### src/hw/csm_consts.svh
// Purpose: Constants for the channel sequence, servo and margin block
// Assumes: Included by bare name
// Notes:   Offsets are command codes of the register port
`ifndef CSM_CONSTS_SVH
`define CSM_CONSTS_SVH
`define CSM_OFF_TOOL0        8'hB0
`define CSM_OFF_TOOL1_PG     8'hB1
`define CSM_OFF_OEM          8'hB2
`define CSM_OFF_SCR_PG       8'hB3
`define CSM_OFF_SCR_UNPG     8'hB4
`define CSM_OFF_MAKER1       8'hB5
`define CSM_OFF_MAKER2       8'hBC
`define CSM_SCR_RESET        16'h0000
`define CSM_CFG_CONT_BIT     7
`define CSM_CFG_WARN_BIT     6
`define CSM_CFG_SEQOFF_BIT   5
`define CSM_CFG_DAC_LSB      3
`define CSM_CFG_SRC_LSB      0
`define CSM_OP_ON_BIT        7
`define CSM_OP_MARG_LSB      4
`define CSM_SOFT_TOL         16'h0001
`endif

### src/hw/csm_pkg.sv
// Purpose: Types for the channel sequence, servo and margin block
// Assumes: Nothing
// Notes:   Constants live in csm_consts.svh
package csm_pkg;
    typedef enum logic [1:0] {
        SRC_VIN  = 2'b00,
        SRC_CMD  = 2'b01,
        SRC_PIN  = 2'b10,
        SRC_BOTH = 2'b11
    } csm_src_t;
    typedef enum logic [1:0] {
        DAC_SOFT   = 2'b00,
        DAC_OFF    = 2'b01,
        DAC_MSOFT  = 2'b10,
        DAC_MHARD  = 2'b11
    } csm_dac_t;
    typedef enum logic [1:0] {
        MARG_NOM  = 2'b00,
        MARG_LOW  = 2'b01,
        MARG_HIGH = 2'b10,
        MARG_RSV  = 2'b11
    } csm_marg_t;
    typedef enum logic [2:0] {
        CH_OFF     = 3'b000,
        CH_WAIT_ON = 3'b001,
        CH_RISE    = 3'b010,
        CH_ON      = 3'b011,
        CH_WAIT_OF = 3'b100,
        CH_HELD    = 3'b101
    } csm_chst_t;
endpackage : csm_pkg

### src/hw/csm_seq_if.sv
// Purpose: Sequence request bundle from top to each channel
// Assumes: One clock domain
// Notes:   Top drives, channels listen
`timescale 1ns/100ps
`default_nettype none
interface csm_seq_if;
    logic        start_on;
    logic        start_off;
    logic        off_now;
    logic        seq_off;
    logic [15:0] seq_time;
    modport top (output start_on, output start_off, output off_now, output seq_off,
                 output seq_time);
    modport ch  (input start_on, input start_off, input off_now, input seq_off,
                 input seq_time);
endinterface : csm_seq_if
`default_nettype wire

### src/hw/csm_channel.sv
// Purpose: One channel: enable timing, trim servo, margin, discharge hold-off
// Assumes: Measurements arrive with a conversion strobe
// Notes:   Trim steps one code per conversion in soft start and servo; manual modes load dac_sw
`timescale 1ns/100ps
`default_nettype none
`include "csm_consts.svh"
module csm_channel #(
    parameter int W = 16
) (
    input  wire logic        clk_sys,
    input  wire logic        rst_n,
    csm_seq_if.ch            seq,
    input  wire logic [7:0]  cfg,
    input  wire logic [1:0]  marg_req,
    input  wire logic [W-1:0] ton_delay,
    input  wire logic [W-1:0] ton_rise,
    input  wire logic [W-1:0] ton_max,
    input  wire logic [W-1:0] toff_delay,
    input  wire logic [W-1:0] vout_cmd,
    input  wire logic [W-1:0] vout_mhi,
    input  wire logic [W-1:0] vout_mlo,
    input  wire logic [W-1:0] ov_fault,
    input  wire logic [W-1:0] ov_warn,
    input  wire logic [W-1:0] uv_warn,
    input  wire logic [W-1:0] uv_fault,
    input  wire logic [7:0]  dis_factor,
    input  wire logic        ov_ignore,
    input  wire logic        uv_off_en,
    input  wire logic [W-1:0] vout_meas,
    input  wire logic [W-1:0] fb_meas,
    input  wire logic        conv_strobe,
    input  wire logic [W-1:0] dac_sw,
    input  wire logic        dac_sw_wr,
    output logic             en_q,
    output logic [W-1:0]     trim_q,
    output logic             trim_oe_q,
    output logic             ov_q,
    output logic             uv_q,
    output logic             held_q
);
    csm_pkg::csm_chst_t st_q;
    csm_pkg::csm_marg_t marg_q;
    csm_pkg::csm_dac_t  mode;
    logic               servo_q;
    logic [W-1:0]       target;
    logic [W+7:0]       thr_prod;
    logic [W-1:0]       off_thr;
    logic [W-1:0]       diff;
    logic               near_fb;

    assign mode     = csm_pkg::csm_dac_t'(cfg[`CSM_CFG_DAC_LSB +: 2]);
    assign thr_prod = vout_cmd * dis_factor;
    // Factor is an unsigned fraction with 8 fractional bits
    assign off_thr  = thr_prod[W+7:8];
    assign target   = (marg_q == csm_pkg::MARG_HIGH) ? vout_mhi :
                      (marg_q == csm_pkg::MARG_LOW)  ? vout_mlo : vout_cmd;
    assign diff     = (trim_q > fb_meas) ? trim_q - fb_meas : fb_meas - trim_q;
    assign near_fb  = diff <= W'(`CSM_SOFT_TOL);

    always_ff @(posedge clk_sys) begin
        if (!rst_n) begin
            st_q <= csm_pkg::CH_OFF;
            en_q <= 1'b0;
            uv_q <= 1'b0;
        end else if (seq.off_now) begin
            st_q <= csm_pkg::CH_OFF;
            en_q <= 1'b0;
        end else begin
            unique case (st_q)
                csm_pkg::CH_OFF, csm_pkg::CH_HELD: begin
                    if (seq.start_on) begin
                        // Output must discharge first to avoid a restart on a live rail
                        st_q <= (vout_meas < off_thr) ? csm_pkg::CH_WAIT_ON
                                                       : csm_pkg::CH_HELD;
                        uv_q <= 1'b0;
                    end else if (st_q == csm_pkg::CH_HELD && seq.seq_off) begin
                        // Request gone while held: no late start
                        st_q <= csm_pkg::CH_OFF;
                    end else if (st_q == csm_pkg::CH_HELD && vout_meas < off_thr) begin
                        st_q <= csm_pkg::CH_WAIT_ON;
                    end
                end
                csm_pkg::CH_WAIT_ON: begin
                    if (seq.start_off) st_q <= csm_pkg::CH_WAIT_OF;
                    else if (seq.seq_time >= ton_delay) begin
                        en_q <= 1'b1;
                        st_q <= csm_pkg::CH_RISE;
                    end
                end
                csm_pkg::CH_RISE: begin
                    if (seq.start_off) st_q <= csm_pkg::CH_WAIT_OF;
                    else if (seq.seq_time >= ton_delay + ton_rise) st_q <= csm_pkg::CH_ON;
                end
                csm_pkg::CH_ON: begin
                    if (seq.start_off) st_q <= csm_pkg::CH_WAIT_OF;
                end
                csm_pkg::CH_WAIT_OF: begin
                    if (seq.seq_time >= toff_delay) begin
                        en_q <= 1'b0;
                        st_q <= csm_pkg::CH_OFF;
                    end
                end
                default: st_q <= csm_pkg::CH_OFF;
            endcase
            if (en_q && seq.seq_time == ton_delay + ton_max && vout_meas < uv_fault
                && st_q != csm_pkg::CH_WAIT_OF) begin
                uv_q <= 1'b1;
                if (uv_off_en) begin
                    en_q <= 1'b0;
                    st_q <= csm_pkg::CH_OFF;
                end
            end
        end
    end

    always_ff @(posedge clk_sys) begin
        if (!rst_n) held_q <= 1'b0;
        else held_q <= (st_q == csm_pkg::CH_HELD);
    end

    always_ff @(posedge clk_sys) begin
        if (!rst_n) ov_q <= 1'b0;
        else ov_q <= !(ov_ignore && marg_q != csm_pkg::MARG_NOM) && vout_meas > ov_fault;
    end

    always_ff @(posedge clk_sys) begin
        if (!rst_n) marg_q <= csm_pkg::MARG_NOM;
        else if (st_q != csm_pkg::CH_ON) marg_q <= csm_pkg::MARG_NOM;
        else if (trim_oe_q && marg_req != 2'b11) marg_q <= csm_pkg::csm_marg_t'(marg_req);
    end

    always_ff @(posedge clk_sys) begin
        if (!rst_n) begin
            trim_q    <= '0;
            trim_oe_q <= 1'b0;
            servo_q   <= 1'b0;
        end else if (st_q != csm_pkg::CH_ON || mode == csm_pkg::DAC_OFF) begin
            trim_oe_q <= 1'b0;
            servo_q   <= 1'b0;
            if (mode == csm_pkg::DAC_MHARD) trim_q <= dac_sw;
        end else if (!trim_oe_q) begin
            if (mode == csm_pkg::DAC_MHARD) trim_oe_q <= 1'b1;
            else if (conv_strobe) begin
                if (near_fb) begin
                    trim_oe_q <= 1'b1;
                    servo_q   <= (mode == csm_pkg::DAC_SOFT);
                end else trim_q <= (trim_q < fb_meas) ? trim_q + 1'b1 : trim_q - 1'b1;
            end
        end else if (mode != csm_pkg::DAC_SOFT) begin
            if (dac_sw_wr) trim_q <= dac_sw;
        end else if (conv_strobe) begin
            // Higher trim code lowers output in this polarity
            if (servo_q || cfg[`CSM_CFG_CONT_BIT]) begin
                if (vout_meas < target) trim_q <= trim_q - 1'b1;
                else if (vout_meas > target) trim_q <= trim_q + 1'b1;
                else if (!cfg[`CSM_CFG_CONT_BIT]) servo_q <= 1'b0;
            end else if (cfg[`CSM_CFG_WARN_BIT] &&
                         (vout_meas > ov_warn || vout_meas < uv_warn)) begin
                servo_q <= 1'b1;
            end
            if (marg_req != 2'b11 && csm_pkg::csm_marg_t'(marg_req) != marg_q) servo_q <= 1'b1;
        end
    end
endmodule : csm_channel
`default_nettype wire

### src/hw/csm_top.sv
// Purpose: Four-channel sequencer, servo and margin control
// Assumes: Register port is a word command port with page select
// Notes:   Scratch storage is flip-flops; persistence is outside
`timescale 1ns/100ps
`default_nettype none
`include "csm_consts.svh"
module csm_top #(
    parameter int NCH = 4,
    parameter int W   = 16
) (
    input  wire logic           clk_sys,
    input  wire logic           rst_n,
    input  wire logic [W-1:0]   input_sense,
    input  wire logic [W-1:0]   vin_on,
    input  wire logic [W-1:0]   vin_off,
    input  wire logic           control_pin,
    input  wire logic [7:0]     operation,
    input  wire logic           operation_wr,
    input  wire logic [1:0]     page,
    input  wire logic [8*NCH-1:0] channel_config_register,
    input  wire logic [7:0]     discharge_threshold_factor,
    input  wire logic [W*NCH-1:0] ton_delay,
    input  wire logic [W*NCH-1:0] ton_rise,
    input  wire logic [W*NCH-1:0] ton_max,
    input  wire logic [W*NCH-1:0] toff_delay,
    input  wire logic [W*NCH-1:0] vout_cmd,
    input  wire logic [W*NCH-1:0] vout_mhi,
    input  wire logic [W*NCH-1:0] vout_mlo,
    input  wire logic [W*NCH-1:0] ov_fault,
    input  wire logic [W*NCH-1:0] ov_warn,
    input  wire logic [W*NCH-1:0] uv_warn,
    input  wire logic [W*NCH-1:0] uv_fault,
    input  wire logic           ov_ignore,
    input  wire logic [NCH-1:0] uv_off_en,
    input  wire logic [W*NCH-1:0] vout_meas,
    input  wire logic [W*NCH-1:0] fb_meas,
    input  wire logic           conv_strobe,
    input  wire logic [W-1:0]   dac_sw,
    input  wire logic           dac_sw_wr,
    input  wire logic [7:0]     reg_addr,
    input  wire logic [W-1:0]   reg_wdata,
    input  wire logic           reg_wr,
    output logic [W-1:0]        reg_rdata,
    output logic                reg_hit,
    input  wire logic           shared_fault_line_n_i,
    output logic                shared_fault_line_n_o,
    output logic                shared_fault_line_n_oe,
    output logic [NCH-1:0]      converter_enable_out,
    output logic [W*NCH-1:0]    trim_output,
    output logic [NCH-1:0]      trim_output_oe,
    output logic [NCH-1:0]      status_held_q,
    output logic [NCH-1:0]      ov_fault_q,
    output logic [NCH-1:0]      uv_fault_q,
    output logic                alert_out_n
);
    logic              vin_ok_q;
    logic              req_on;
    logic              req_on_q;
    logic              cmd_on_q;
    logic [1:0]        marg_cmd_q;
    logic [W-1:0]      seq_time_q;
    logic [W-1:0]      word0_q;
    logic [W-1:0]      oem_q;
    logic [W-1:0]      unpg_q;
    logic [W-1:0]      tool1_q [NCH];
    logic [W-1:0]      scr_q   [NCH];
    logic [W-1:0]      mk1_q   [NCH];
    logic [W-1:0]      mk2_q   [NCH];
    logic [NCH-1:0]    want_on;
    logic [NCH-1:0]    en;
    logic [NCH-1:0]    held;
    logic [NCH-1:0]    sel_dac_wr;
    logic              vin_fall;

    csm_seq_if seq ();

    // Input window gates every other on request
    always_ff @(posedge clk_sys) begin
        if (!rst_n) vin_ok_q <= 1'b0;
        else if (input_sense > vin_on) vin_ok_q <= 1'b1;
        else if (input_sense < vin_off) vin_ok_q <= 1'b0;
    end
    assign vin_fall = vin_ok_q && input_sense < vin_off;

    always_ff @(posedge clk_sys) begin
        if (!rst_n) begin
            cmd_on_q   <= 1'b0;
            marg_cmd_q <= 2'b00;
        end else if (operation_wr && vin_ok_q) begin
            cmd_on_q   <= operation[`CSM_OP_ON_BIT];
            marg_cmd_q <= operation[`CSM_OP_MARG_LSB +: 2];
        end
    end

    // Source selection follows channel 0 config; one shared sequence timer
    always_comb begin
        unique case (csm_pkg::csm_src_t'(channel_config_register[`CSM_CFG_SRC_LSB +: 2]))
            csm_pkg::SRC_VIN:  req_on = 1'b1;
            csm_pkg::SRC_CMD:  req_on = cmd_on_q;
            csm_pkg::SRC_PIN:  req_on = control_pin;
            csm_pkg::SRC_BOTH: req_on = cmd_on_q && control_pin;
        endcase
        req_on = req_on && vin_ok_q;
    end

    always_ff @(posedge clk_sys) begin
        if (!rst_n) req_on_q <= 1'b0;
        else req_on_q <= req_on;
    end

    assign seq.start_on  = req_on && !req_on_q;
    // Sequenced off on input loss only when configured
    assign seq.start_off = (!req_on && req_on_q && !vin_fall) ||
                           (vin_fall && channel_config_register[`CSM_CFG_SEQOFF_BIT]);
    assign seq.off_now   = vin_fall && !channel_config_register[`CSM_CFG_SEQOFF_BIT];
    assign seq.seq_off   = !req_on;
    assign seq.seq_time  = seq_time_q;

    always_ff @(posedge clk_sys) begin
        if (!rst_n) seq_time_q <= '0;
        else if (seq.start_on || seq.start_off) seq_time_q <= '0;
        else if (seq_time_q != '1) seq_time_q <= seq_time_q + 1'b1;
    end

    generate
        for (genvar i = 0; i < NCH; i++) begin : g_ch
            assign sel_dac_wr[i] = dac_sw_wr && page == 2'(i);
            csm_channel #(.W(W)) u_ch (
                .clk_sys     (clk_sys),
                .rst_n       (rst_n),
                .seq         (seq),
                .cfg         (channel_config_register[8*i +: 8]),
                .marg_req    (marg_cmd_q),
                .ton_delay   (ton_delay[W*i +: W]),
                .ton_rise    (ton_rise[W*i +: W]),
                .ton_max     (ton_max[W*i +: W]),
                .toff_delay  (toff_delay[W*i +: W]),
                .vout_cmd    (vout_cmd[W*i +: W]),
                .vout_mhi    (vout_mhi[W*i +: W]),
                .vout_mlo    (vout_mlo[W*i +: W]),
                .ov_fault    (ov_fault[W*i +: W]),
                .ov_warn     (ov_warn[W*i +: W]),
                .uv_warn     (uv_warn[W*i +: W]),
                .uv_fault    (uv_fault[W*i +: W]),
                .dis_factor  (discharge_threshold_factor),
                .ov_ignore   (ov_ignore),
                .uv_off_en   (uv_off_en[i]),
                .vout_meas   (vout_meas[W*i +: W]),
                .fb_meas     (fb_meas[W*i +: W]),
                .conv_strobe (conv_strobe),
                .dac_sw      (dac_sw),
                .dac_sw_wr   (sel_dac_wr[i]),
                .en_q        (en[i]),
                .trim_q      (trim_output[W*i +: W]),
                .trim_oe_q   (trim_output_oe[i]),
                .ov_q        (ov_fault_q[i]),
                .uv_q        (uv_fault_q[i]),
                .held_q      (held[i])
            );
        end
    endgenerate

    assign converter_enable_out = en;
    assign status_held_q        = held;
    assign alert_out_n          = !(|held || |ov_fault_q || |uv_fault_q);
    // Open drain fault line: drive low only
    assign shared_fault_line_n_o  = 1'b0;
    assign shared_fault_line_n_oe = |(uv_fault_q & uv_off_en);

    // Scratch and reserved words; storage persistence handled outside
    always_ff @(posedge clk_sys) begin
        if (!rst_n) begin
            word0_q <= `CSM_SCR_RESET;
            oem_q   <= `CSM_SCR_RESET;
            unpg_q  <= `CSM_SCR_RESET;
        end else if (reg_wr) begin
            if (reg_addr == `CSM_OFF_TOOL0) word0_q <= reg_wdata;
            if (reg_addr == `CSM_OFF_OEM) oem_q <= reg_wdata;
            if (reg_addr == `CSM_OFF_SCR_UNPG) unpg_q <= reg_wdata;
        end
    end

    always_ff @(posedge clk_sys) begin
        if (!rst_n) begin
            for (int i = 0; i < NCH; i++) begin
                tool1_q[i] <= `CSM_SCR_RESET;
                scr_q[i]   <= `CSM_SCR_RESET;
                mk1_q[i]   <= `CSM_SCR_RESET;
                mk2_q[i]   <= `CSM_SCR_RESET;
            end
        end else if (reg_wr) begin
            if (reg_addr == `CSM_OFF_TOOL1_PG) tool1_q[page] <= reg_wdata;
            if (reg_addr == `CSM_OFF_SCR_PG) scr_q[page] <= reg_wdata;
            if (reg_addr == `CSM_OFF_MAKER1) mk1_q[page] <= reg_wdata;
            if (reg_addr == `CSM_OFF_MAKER2) mk2_q[page] <= reg_wdata;
        end
    end

    always_comb begin
        reg_hit   = 1'b1;
        unique case (reg_addr)
            `CSM_OFF_TOOL0:    reg_rdata = word0_q;
            `CSM_OFF_TOOL1_PG: reg_rdata = tool1_q[page];
            `CSM_OFF_OEM:      reg_rdata = oem_q;
            `CSM_OFF_SCR_PG:   reg_rdata = scr_q[page];
            `CSM_OFF_SCR_UNPG: reg_rdata = unpg_q;
            `CSM_OFF_MAKER1:   reg_rdata = mk1_q[page];
            `CSM_OFF_MAKER2:   reg_rdata = mk2_q[page];
            default: begin
                reg_rdata = '0;
                reg_hit   = 1'b0;
            end
        endcase
    end
endmodule : csm_top
`default_nettype wire

### config.mk
export PLATFORM = sky130hd
export DESIGN_NAME = csm_top
export DESIGN_NICKNAME = d
export VERILOG_FILES = /design/src/hw/csm_pkg.sv /design/src/hw/csm_seq_if.sv /design/src/hw/csm_channel.sv /design/src/hw/csm_top.sv
export VERILOG_INCLUDE_DIRS = /design/src /design/src/hw
export SDC_FILE = /design/constraint.sdc
export NUM_CORES = 2
export LEC_CHECK = 0
export BUFFER_PORTS_ARGS = -buffer_cell sky130_fd_sc_hd__buf_2
export CORE_MARGIN = 2
export CORE_UTILIZATION = 25
export CTS_CLUSTER_DIAMETER = 30
export CTS_CLUSTER_SIZE = 25
export DETAILED_ROUTE_END_ITERATION = 12
export HOLD_SLACK_MARGIN = 0.03
export PLACE_DENSITY_LB_ADDON = 0.12
export SYNTH_ARGS = -nofsm -noshare
export SYNTH_HDL_FRONTEND = slang
export SYNTH_SLANG_ARGS = --single-unit
### constraint.sdc
create_clock -name clk_sys -period 16.1 [get_ports clk_sys]
set_input_delay 2.415 -clock clk_sys [delete_from_list [all_inputs] [get_ports clk_sys]]
set_output_delay 2.415 -clock clk_sys [all_outputs]
set_load 0.01 [all_outputs]
Word level (Yosys, flattened, before mapping)
Memories as Yosys holds them, arrays and structs flattened. Cells that the tools add are included.

Bitwise operators: 3. $lt $le $gt $ge: 54. Add/subtract/negate cells: 25. Reduce and logical (&&, ||, !) cells: 151. Multipliers: 4. Muxes and demuxes: 247. Equal/unequal tests: 119.

Operators by type and width (number): 16-bit 2-to-1 mux (68); 16-bit less-than comparator (21); 16-bit > comparator (17); 16-bit >= comparator (12); 3-bit 2-to-1 mux (48); 16-bit adder (8); 16-bit subtractor (8); 1-bit 2-to-1 mux (117); 16-bit one-hot mux with 7 select lines (1); 16-bit by 8-bit multiplier with 24-bit output (4); 4-bit inequality test (second input constant) (24); 16-bit by 1-bit adder with 16-bit output (second input constant) (5); 16-bit == test (4); 16-bit by 1-bit less-or-equal comparator with 1-bit output (second input constant) (4); 8-bit AND reduction (8); 16-bit OR reduction (4); 16-bit by 1-bit subtractor with 16-bit output (second input constant) (4); 3-bit one-hot mux with 5 select lines (4); 8-bit == test (second input constant) (7); 1-bit logical AND (53); 2-bit nonzero test (21); 2-bit OR reduction (14); 2-bit == test (second input constant) (12); 3-bit by 2-bit == test with 1-bit output (second input constant) (8); other kinds (26) (127).

RAM bits: 256. Output and inout bits: 104. Bits in registers: 177. Logic and storage cells: 651. Input bits: 983. Memories kept: 4.

Memories: mk1_q (depth 4, bits a word 16, read ports 1, clocked after memory_dff 0, write ports 4, RTL line csm_top.sv:67) `logic [W-1:0] mk1_q [NCH];`; mk2_q (depth 4, bits a word 16, read ports 1, clocked after memory_dff 0, write ports 4, RTL line csm_top.sv:68) `logic [W-1:0] mk2_q [NCH];`; scr_q (depth 4, bits a word 16, read ports 1, clocked after memory_dff 0, write ports 4, RTL line csm_top.sv:66) `logic [W-1:0] scr_q [NCH];`; tool1_q (depth 4, bits a word 16, read ports 1, clocked after memory_dff 0, write ports 4, RTL line csm_top.sv:65) `logic [W-1:0] tool1_q [NCH];`.

Longest topological paths before layout
Depth after elaboration: 11. Gate-level depth with buffers: 35.

Hierarchy
From an unflattened synthesis, not the netlist that was laid out.

Cells, all modules: 7893. Area total of the unflattened synthesis: 66547.6 um^2.

Modules (own cells, without submodules): csm_top (times used 1, cells an instance 1288, area each 15361.0 um^2); csm_channel (g_ch[1].u_ch) (times used 1, cells an instance 1653, area each 12852.3 um^2); csm_channel (g_ch[2].u_ch) (times used 1, cells an instance 1654, area each 12828.6 um^2); csm_channel (g_ch[3].u_ch) (times used 1, cells an instance 1656, area each 12781.0 um^2); csm_channel (g_ch[0].u_ch) (times used 1, cells an instance 1642, area each 12724.7 um^2).

Worst setup path before layout
OpenSTA, ideal clock, no wires.

Path type: input to register. Start: input discharge_threshold_factor[7]. End: register g_ch[0].u_ch.st_q[2]. Required time: 15.965 ns. Slack: 7.552 ns. Stages: 33. Data arrival time: 8.414 ns. Cell sequence: clkbuf_1 clkbuf_1 nand2_1 fa_1 fa_1 inv_1 fa_1 inv_1 fa_1 inv_1 ha_1 o21a_1 nor2_1 o31a_1 o211a_1 or3_1 nor2b_1 nor2_1 nor2b_1 nor2_1 xor2_1 ha_1 a21oi_1 nor2b_1 o21ai_0 nand2b_1 a21oi_1 nor2b_1 o21ai_0 nand2b_1 a221oi_1 a21o_1 a21oi_1.

Cells in the longest elaborated chain, start to end: 9. Elaborated cells on any way between the ends: 10. Classes of those cells: mul: 1; order compare: 1; mux: 7; reduce/logical: 1.

Ends and longest elaborated chain: start: declaration (RTL line csm_top.sv:21) `input wire logic [7:0] discharge_threshold_factor,`; 16-bit by 8-bit multiplier with 24-bit output (*) (RTL line csm_channel.sv:52) `assign thr_prod = vout_cmd * dis_factor;`; 16-bit less-than comparator (*) (RTL line csm_channel.sv:73, csm_channel.sv:79); 1-bit logical AND (RTL line csm_channel.sv:79) `end else if (st_q == csm_pkg::CH_HELD && vout_meas < off_thr) begin`; 3-bit 2-to-1 mux (RTL line csm_channel.sv:79); 3-bit 2-to-1 mux (RTL line csm_channel.sv:76) `end else if (st_q == csm_pkg::CH_HELD && seq.seq_off) begin`; 3-bit 2-to-1 mux (*) (RTL line csm_channel.sv:71) `if (seq.start_on) begin`; 3-bit one-hot mux with 5 select lines (*) (RTL line csm_channel.sv:69) `unique case (st_q)`; 3-bit 2-to-1 mux (RTL line csm_channel.sv:108) `if (uv_off_en) begin`; 3-bit 2-to-1 mux (*) (RTL line csm_channel.sv:105) `if (en_q && seq.seq_time == ton_delay + ton_max && vout_meas < uv_fault`; end signal: assignment (RTL line csm_channel.sv:73) `st_q <= (vout_meas < off_thr) ? csm_pkg::CH_WAIT_ON`; end signal: assignment (RTL line csm_channel.sv:103) `default: st_q <= csm_pkg::CH_OFF;`; end signal: assignment (RTL line csm_channel.sv:110) `st_q <= csm_pkg::CH_OFF;`; end: declaration (RTL line csm_channel.sv:41) `csm_pkg::csm_chst_t st_q;`.

Every way passes the cells marked *; elsewhere a longest branch is shown, timed or not. A chain may end at the register's enable or synchronous reset.

Worst setup path after layout
Start: input discharge_threshold_factor[5]. End: register g_ch[2].u_ch.st_q[2].

Cells in the longest elaborated chain, start to end: 9. Elaborated cells on any way between the ends: 10. Classes of those cells: mul: 1; order compare: 1; mux: 7; reduce/logical: 1.

Ends and longest elaborated chain (RTL line): 16-bit by 8-bit multiplier with 24-bit output (*) (csm_channel.sv:52); 16-bit less-than comparator (*) (csm_channel.sv:73, csm_channel.sv:79); 1-bit logical AND (csm_channel.sv:79); 3-bit 2-to-1 mux (csm_channel.sv:79); 3-bit 2-to-1 mux (csm_channel.sv:76); 3-bit 2-to-1 mux (*) (csm_channel.sv:71); 3-bit one-hot mux with 5 select lines (*) (csm_channel.sv:69); 3-bit 2-to-1 mux (csm_channel.sv:108); 3-bit 2-to-1 mux (*) (csm_channel.sv:105); end signal: assignment (csm_channel.sv:73); end signal: assignment (csm_channel.sv:103); end signal: assignment (csm_channel.sv:110); end: declaration (csm_channel.sv:41).

Marks and branches as above.

==> impl_metrics.py <==
metrics = {
    "run_status": {
        "outcome": "complete, but fails checks",
        "violations": "max-capacitance violations, max-slew violations",
    },
    "clocking": {
        "ctsHoldBuffers": 0,
        "post_cts_buffers": 0,
        "clockBufferDepth": 3,
        "path_clk_slew_ps": 50,
        "root_buffer": "clkbuf_16",
        "clock_latency_ps": 750,
        "cts_sinks": 433,
        "cts_buffers": 119,
        "tritoncts": "built",
        "cts-resized-gates": 0,
        "h-tree-depth": 3,
    },
    "floorplanning": {
        "initial_core_util_pct": 25.1,
        "fp.dieW_um": 514,
        "ios": 1087,
        "rows": 187,
        "die_h_um": 514,
        "core_area_sq_mm": 0.259,
        "die-area_sq_mm": 0.265,
    },
    "drt": {
        "routedWlPerCell_um": 24.6,
        "dr.pass1.iters": 6,
        "detail_route.vias_per_cell": 4.98,
        "wirelength_um": 301000,
        "drt_iter0_drc": 3675,
        "vias": 61100,
        "ant_nets": 0,
        "drcViolationCount": 0,
    },
    "final_layout": {
        "area.growth.synth_to_final_pct": 20.4,
        "nets": 11100,
        "final_area_sq_mm": 0.0784,
        "layout-drive-gt1-share_pct": 18.0,
    },
    "critical_path": {
        "startpoint_type": "input port",
        "crit_family": "compound AO/OA/AOI/OAI gates",
        "slowest_stage": "nor3_1",
        "crit_fanout": 35,
        "critical_path_arrival_ps": 10310,
        "cp-end-kind": "flip-flop",
        "path_buf_inv": 5,
        "worstPathRequired_ps": 16720,
        "cp_common_cell": "fa_1",
        "critPathMaxStageDelay_ps": 620,
        "timing_worst_setup_path_type": "input port to flip-flop",
    },
    "sta": {
        "slew_viol_final": 3,
        "fmax_mhz": 103,
        "period_share_pct": 60.2,
        "rsz0062_at_grt": "false",
        "final-setup-viol-count": 0,
        "post-route-min-period_ps": 9700,
        "relSlewSlack_pct": -2.80,
        "finalClockSkew_ps": 94.5,
        "finalSetupTns_ps": 0,
        "worstMarginPinSlew_ps": 1530,
        "hold_viol": 0,
    },
    "logic_synthesis": {
        "ys_seq_area_share_pct": 17.2,
        "synthTopCellsByArea": "ha_1, edfxtp_1, fa_1, inv_1, dfxtp_1",
        "synth_cell_types": 97,
        "synthesis.nets": 10100,
        "synth_ff_type": "edfxtp_1",
        "yosysMostFrequentCell": "inv_1",
        "synthCells": 7774,
        "synth.top_cell.area_share_pct": 19.4,
        "ys_ff_latch": 433,
        "synthTopCellsByCount": "inv_1, ha_1, nand2_1",
        "syn_avg_cell_area_sq_um": 8.38,
        "yosys.area.top_type": "ha_1",
        "async_flop_share_pct": 0,
        "synth.cell_area_sq_mm": 0.0651,
        "ys_warn_count": 0,
        "synth_edf_count": 256,
    },
    "job": {
        "maxCapViolations": 1,
    },
    "global_routing": {
        "grtUsageMet3_pct": 3.30,
        "grt_antenna_before_repair": 136,
        "grt_max_degree": 67,
        "grt_usage_pct": 22.2,
        "gr-usage-met1_pct": 29.4,
        "grt_pass1_wl_um": 435000,
        "met2_usage_pct": 37.1,
        "grt-busiest-layer": "met2",
        "overflow": 0,
        "grt_pass1_vias": 62000,
    },
    "pwr": {
        "peakVddDrop_mv": 0.0863,
        "power_density_mw_per_mm2": 90.5,
        "p_total_mw": 7.10,
        "leakage_nw": 37.2,
    },
    "worst_hold_path": {
        "min_path_type": "flip-flop to flip-flop",
    },
    "placement": {
        "io_buffers": 1066,
        "dpl_cell_area_sq_mm": 0.0742,
        "dp_hpwl_um": 249000,
        "globalplace.congestion": 0.929,
    },
}
per-layer routing:
metal,vias up,part of all wire [%]
li1,29100,-
met1,29700,45
met2,1772,46
met3,388,5.2
met4,56,3.1
met5,-,0.11
sequential cells by signal (all words and copies together), names as in the netlist:
signal               cells
g_ch.u_ch.servo_q        4
oem_q                   16
g_ch.u_ch.st_q          12
g_ch.u_ch.uv_q           4
g_ch.u_ch.held_q         4
g_ch.u_ch.trim_q        64
mk2_q                   64
mk1_q                   64
g_ch.u_ch.ov_q           4
seq.seq_time            16
unpg_q                  16
g_ch.u_ch.trim_oe_q      4
req_on_q                 1
cmd_on_q                 1
word0_q                 16
scr_q                   64
vin_ok_q                 1
g_ch.u_ch.marg_q         8
tool1_q                 64
g_ch.u_ch.en_q           4
marg_cmd_q               2
area by class of cell:
class / instances / area (sq um)
tap: 3402 / 4260
inverter: 1068 / 4010
antenna: 55 / 138
timing repair buffer: 1160 / 6050
clock inverter: 70 / 877
fill: 27900 / 181000
sequential: 433 / 11200
clock buffer: 151 / 3220
multi-input combinational: 5925 / 48600
through the flow:
stage / util, % / cells / hold slack (ps) / setup slack (ps)
3_3_place_gp: 28.6 / 12000 / 439 / 5770
2_1_floorplan: - / 7774 / 434 / 7550
5_1_grt: 30.2 / 12200 / 465 / 5930
6_report: 30.2 / 12300 / 451 / 6400
4_1_cts: 30.2 / 12200 / 452 / 6520
3_5_place_dp: 28.6 / 12000 / 445 / 5790
report_power, final:
part	internal, mW	switching (mW)
registers	1.22	0.0389
logic	1.49	1.97
clock network	1.61	0.768
total	4.32	2.78
path summary, 6_finish.rpt:
| kind | start | to | slack (ps) | cells past startpoint |
|---|---|---|---|---|
| worst max-delay path | discharge_threshold_factor[5] | g_ch[2].u_ch.st_q[2] | 6400 | 26 |
| worst min-delay path | oem_q[11] | oem_q[11] | 450 | 2 |
| worst max register to register | seq.seq_time[0] | g_ch[0].u_ch.st_q[1] | 10110 | 14 |
| worst min register to register | oem_q[11] | oem_q[11] | 450 | 2 |
logic make-up (layout without fill, tap and decap cells):
kind of cell / after synthesis / after routing / synth area share [%]
AO/OA/AOI/OAI: 1701 / 1701 / 17.1
XOR/XNOR: 279 / 279 / 3.75
adder cells (fa/ha/maj): 1360 / 1360 / 30.1
buffers and inverters: 1416 / 2449 / 8.35
flip-flops: 433 / 433 / 17.2
multiplexers: 277 / 277 / 5.65
other: 1 / 56 / 0.00576
AND/OR/NAND/NOR: 2307 / 2307 / 17.7
layout by cell type (no fill, tap or decap), types with 42 or more instances in the layout:
master / count
o21bai_1: 44
clkbuf_16: 119
nor3_1: 145
o21ai_0: 297
mux4_2: 64
a21o_1: 201
xnor2_1: 155
o31ai_1: 54
edfxtp_1: 256
nand3_1: 153
nand2_1: 571
fa_1: 348
a22oi_1: 42
a21oi_1: 487
xor2_1: 124
mux2_2: 80
diode_2: 55
buf_2: 1064
a31oi_1: 47
nand4_1: 119
mux2i_1: 131
inv_1: 1065
nand2b_1: 66
buf_4: 96
or3_1: 42
and3_1: 43
and2_1: 431
o211ai_1: 44
nor2_1: 491
nor4_1: 42
a211oi_1: 54
o21a_1: 72
dfxtp_1: 171
ha_1: 1012
nor2b_1: 99
worst min-delay path, delay by kind of cell, from the launching register on:
kind | cells | cell delay (ps)
flip-flops | 1 | 300
AND/OR/NAND/NOR | 1 | 50
AO/OA/AOI/OAI | 1 | 50
Note: power is estimated with default switching activity, not from simulation.
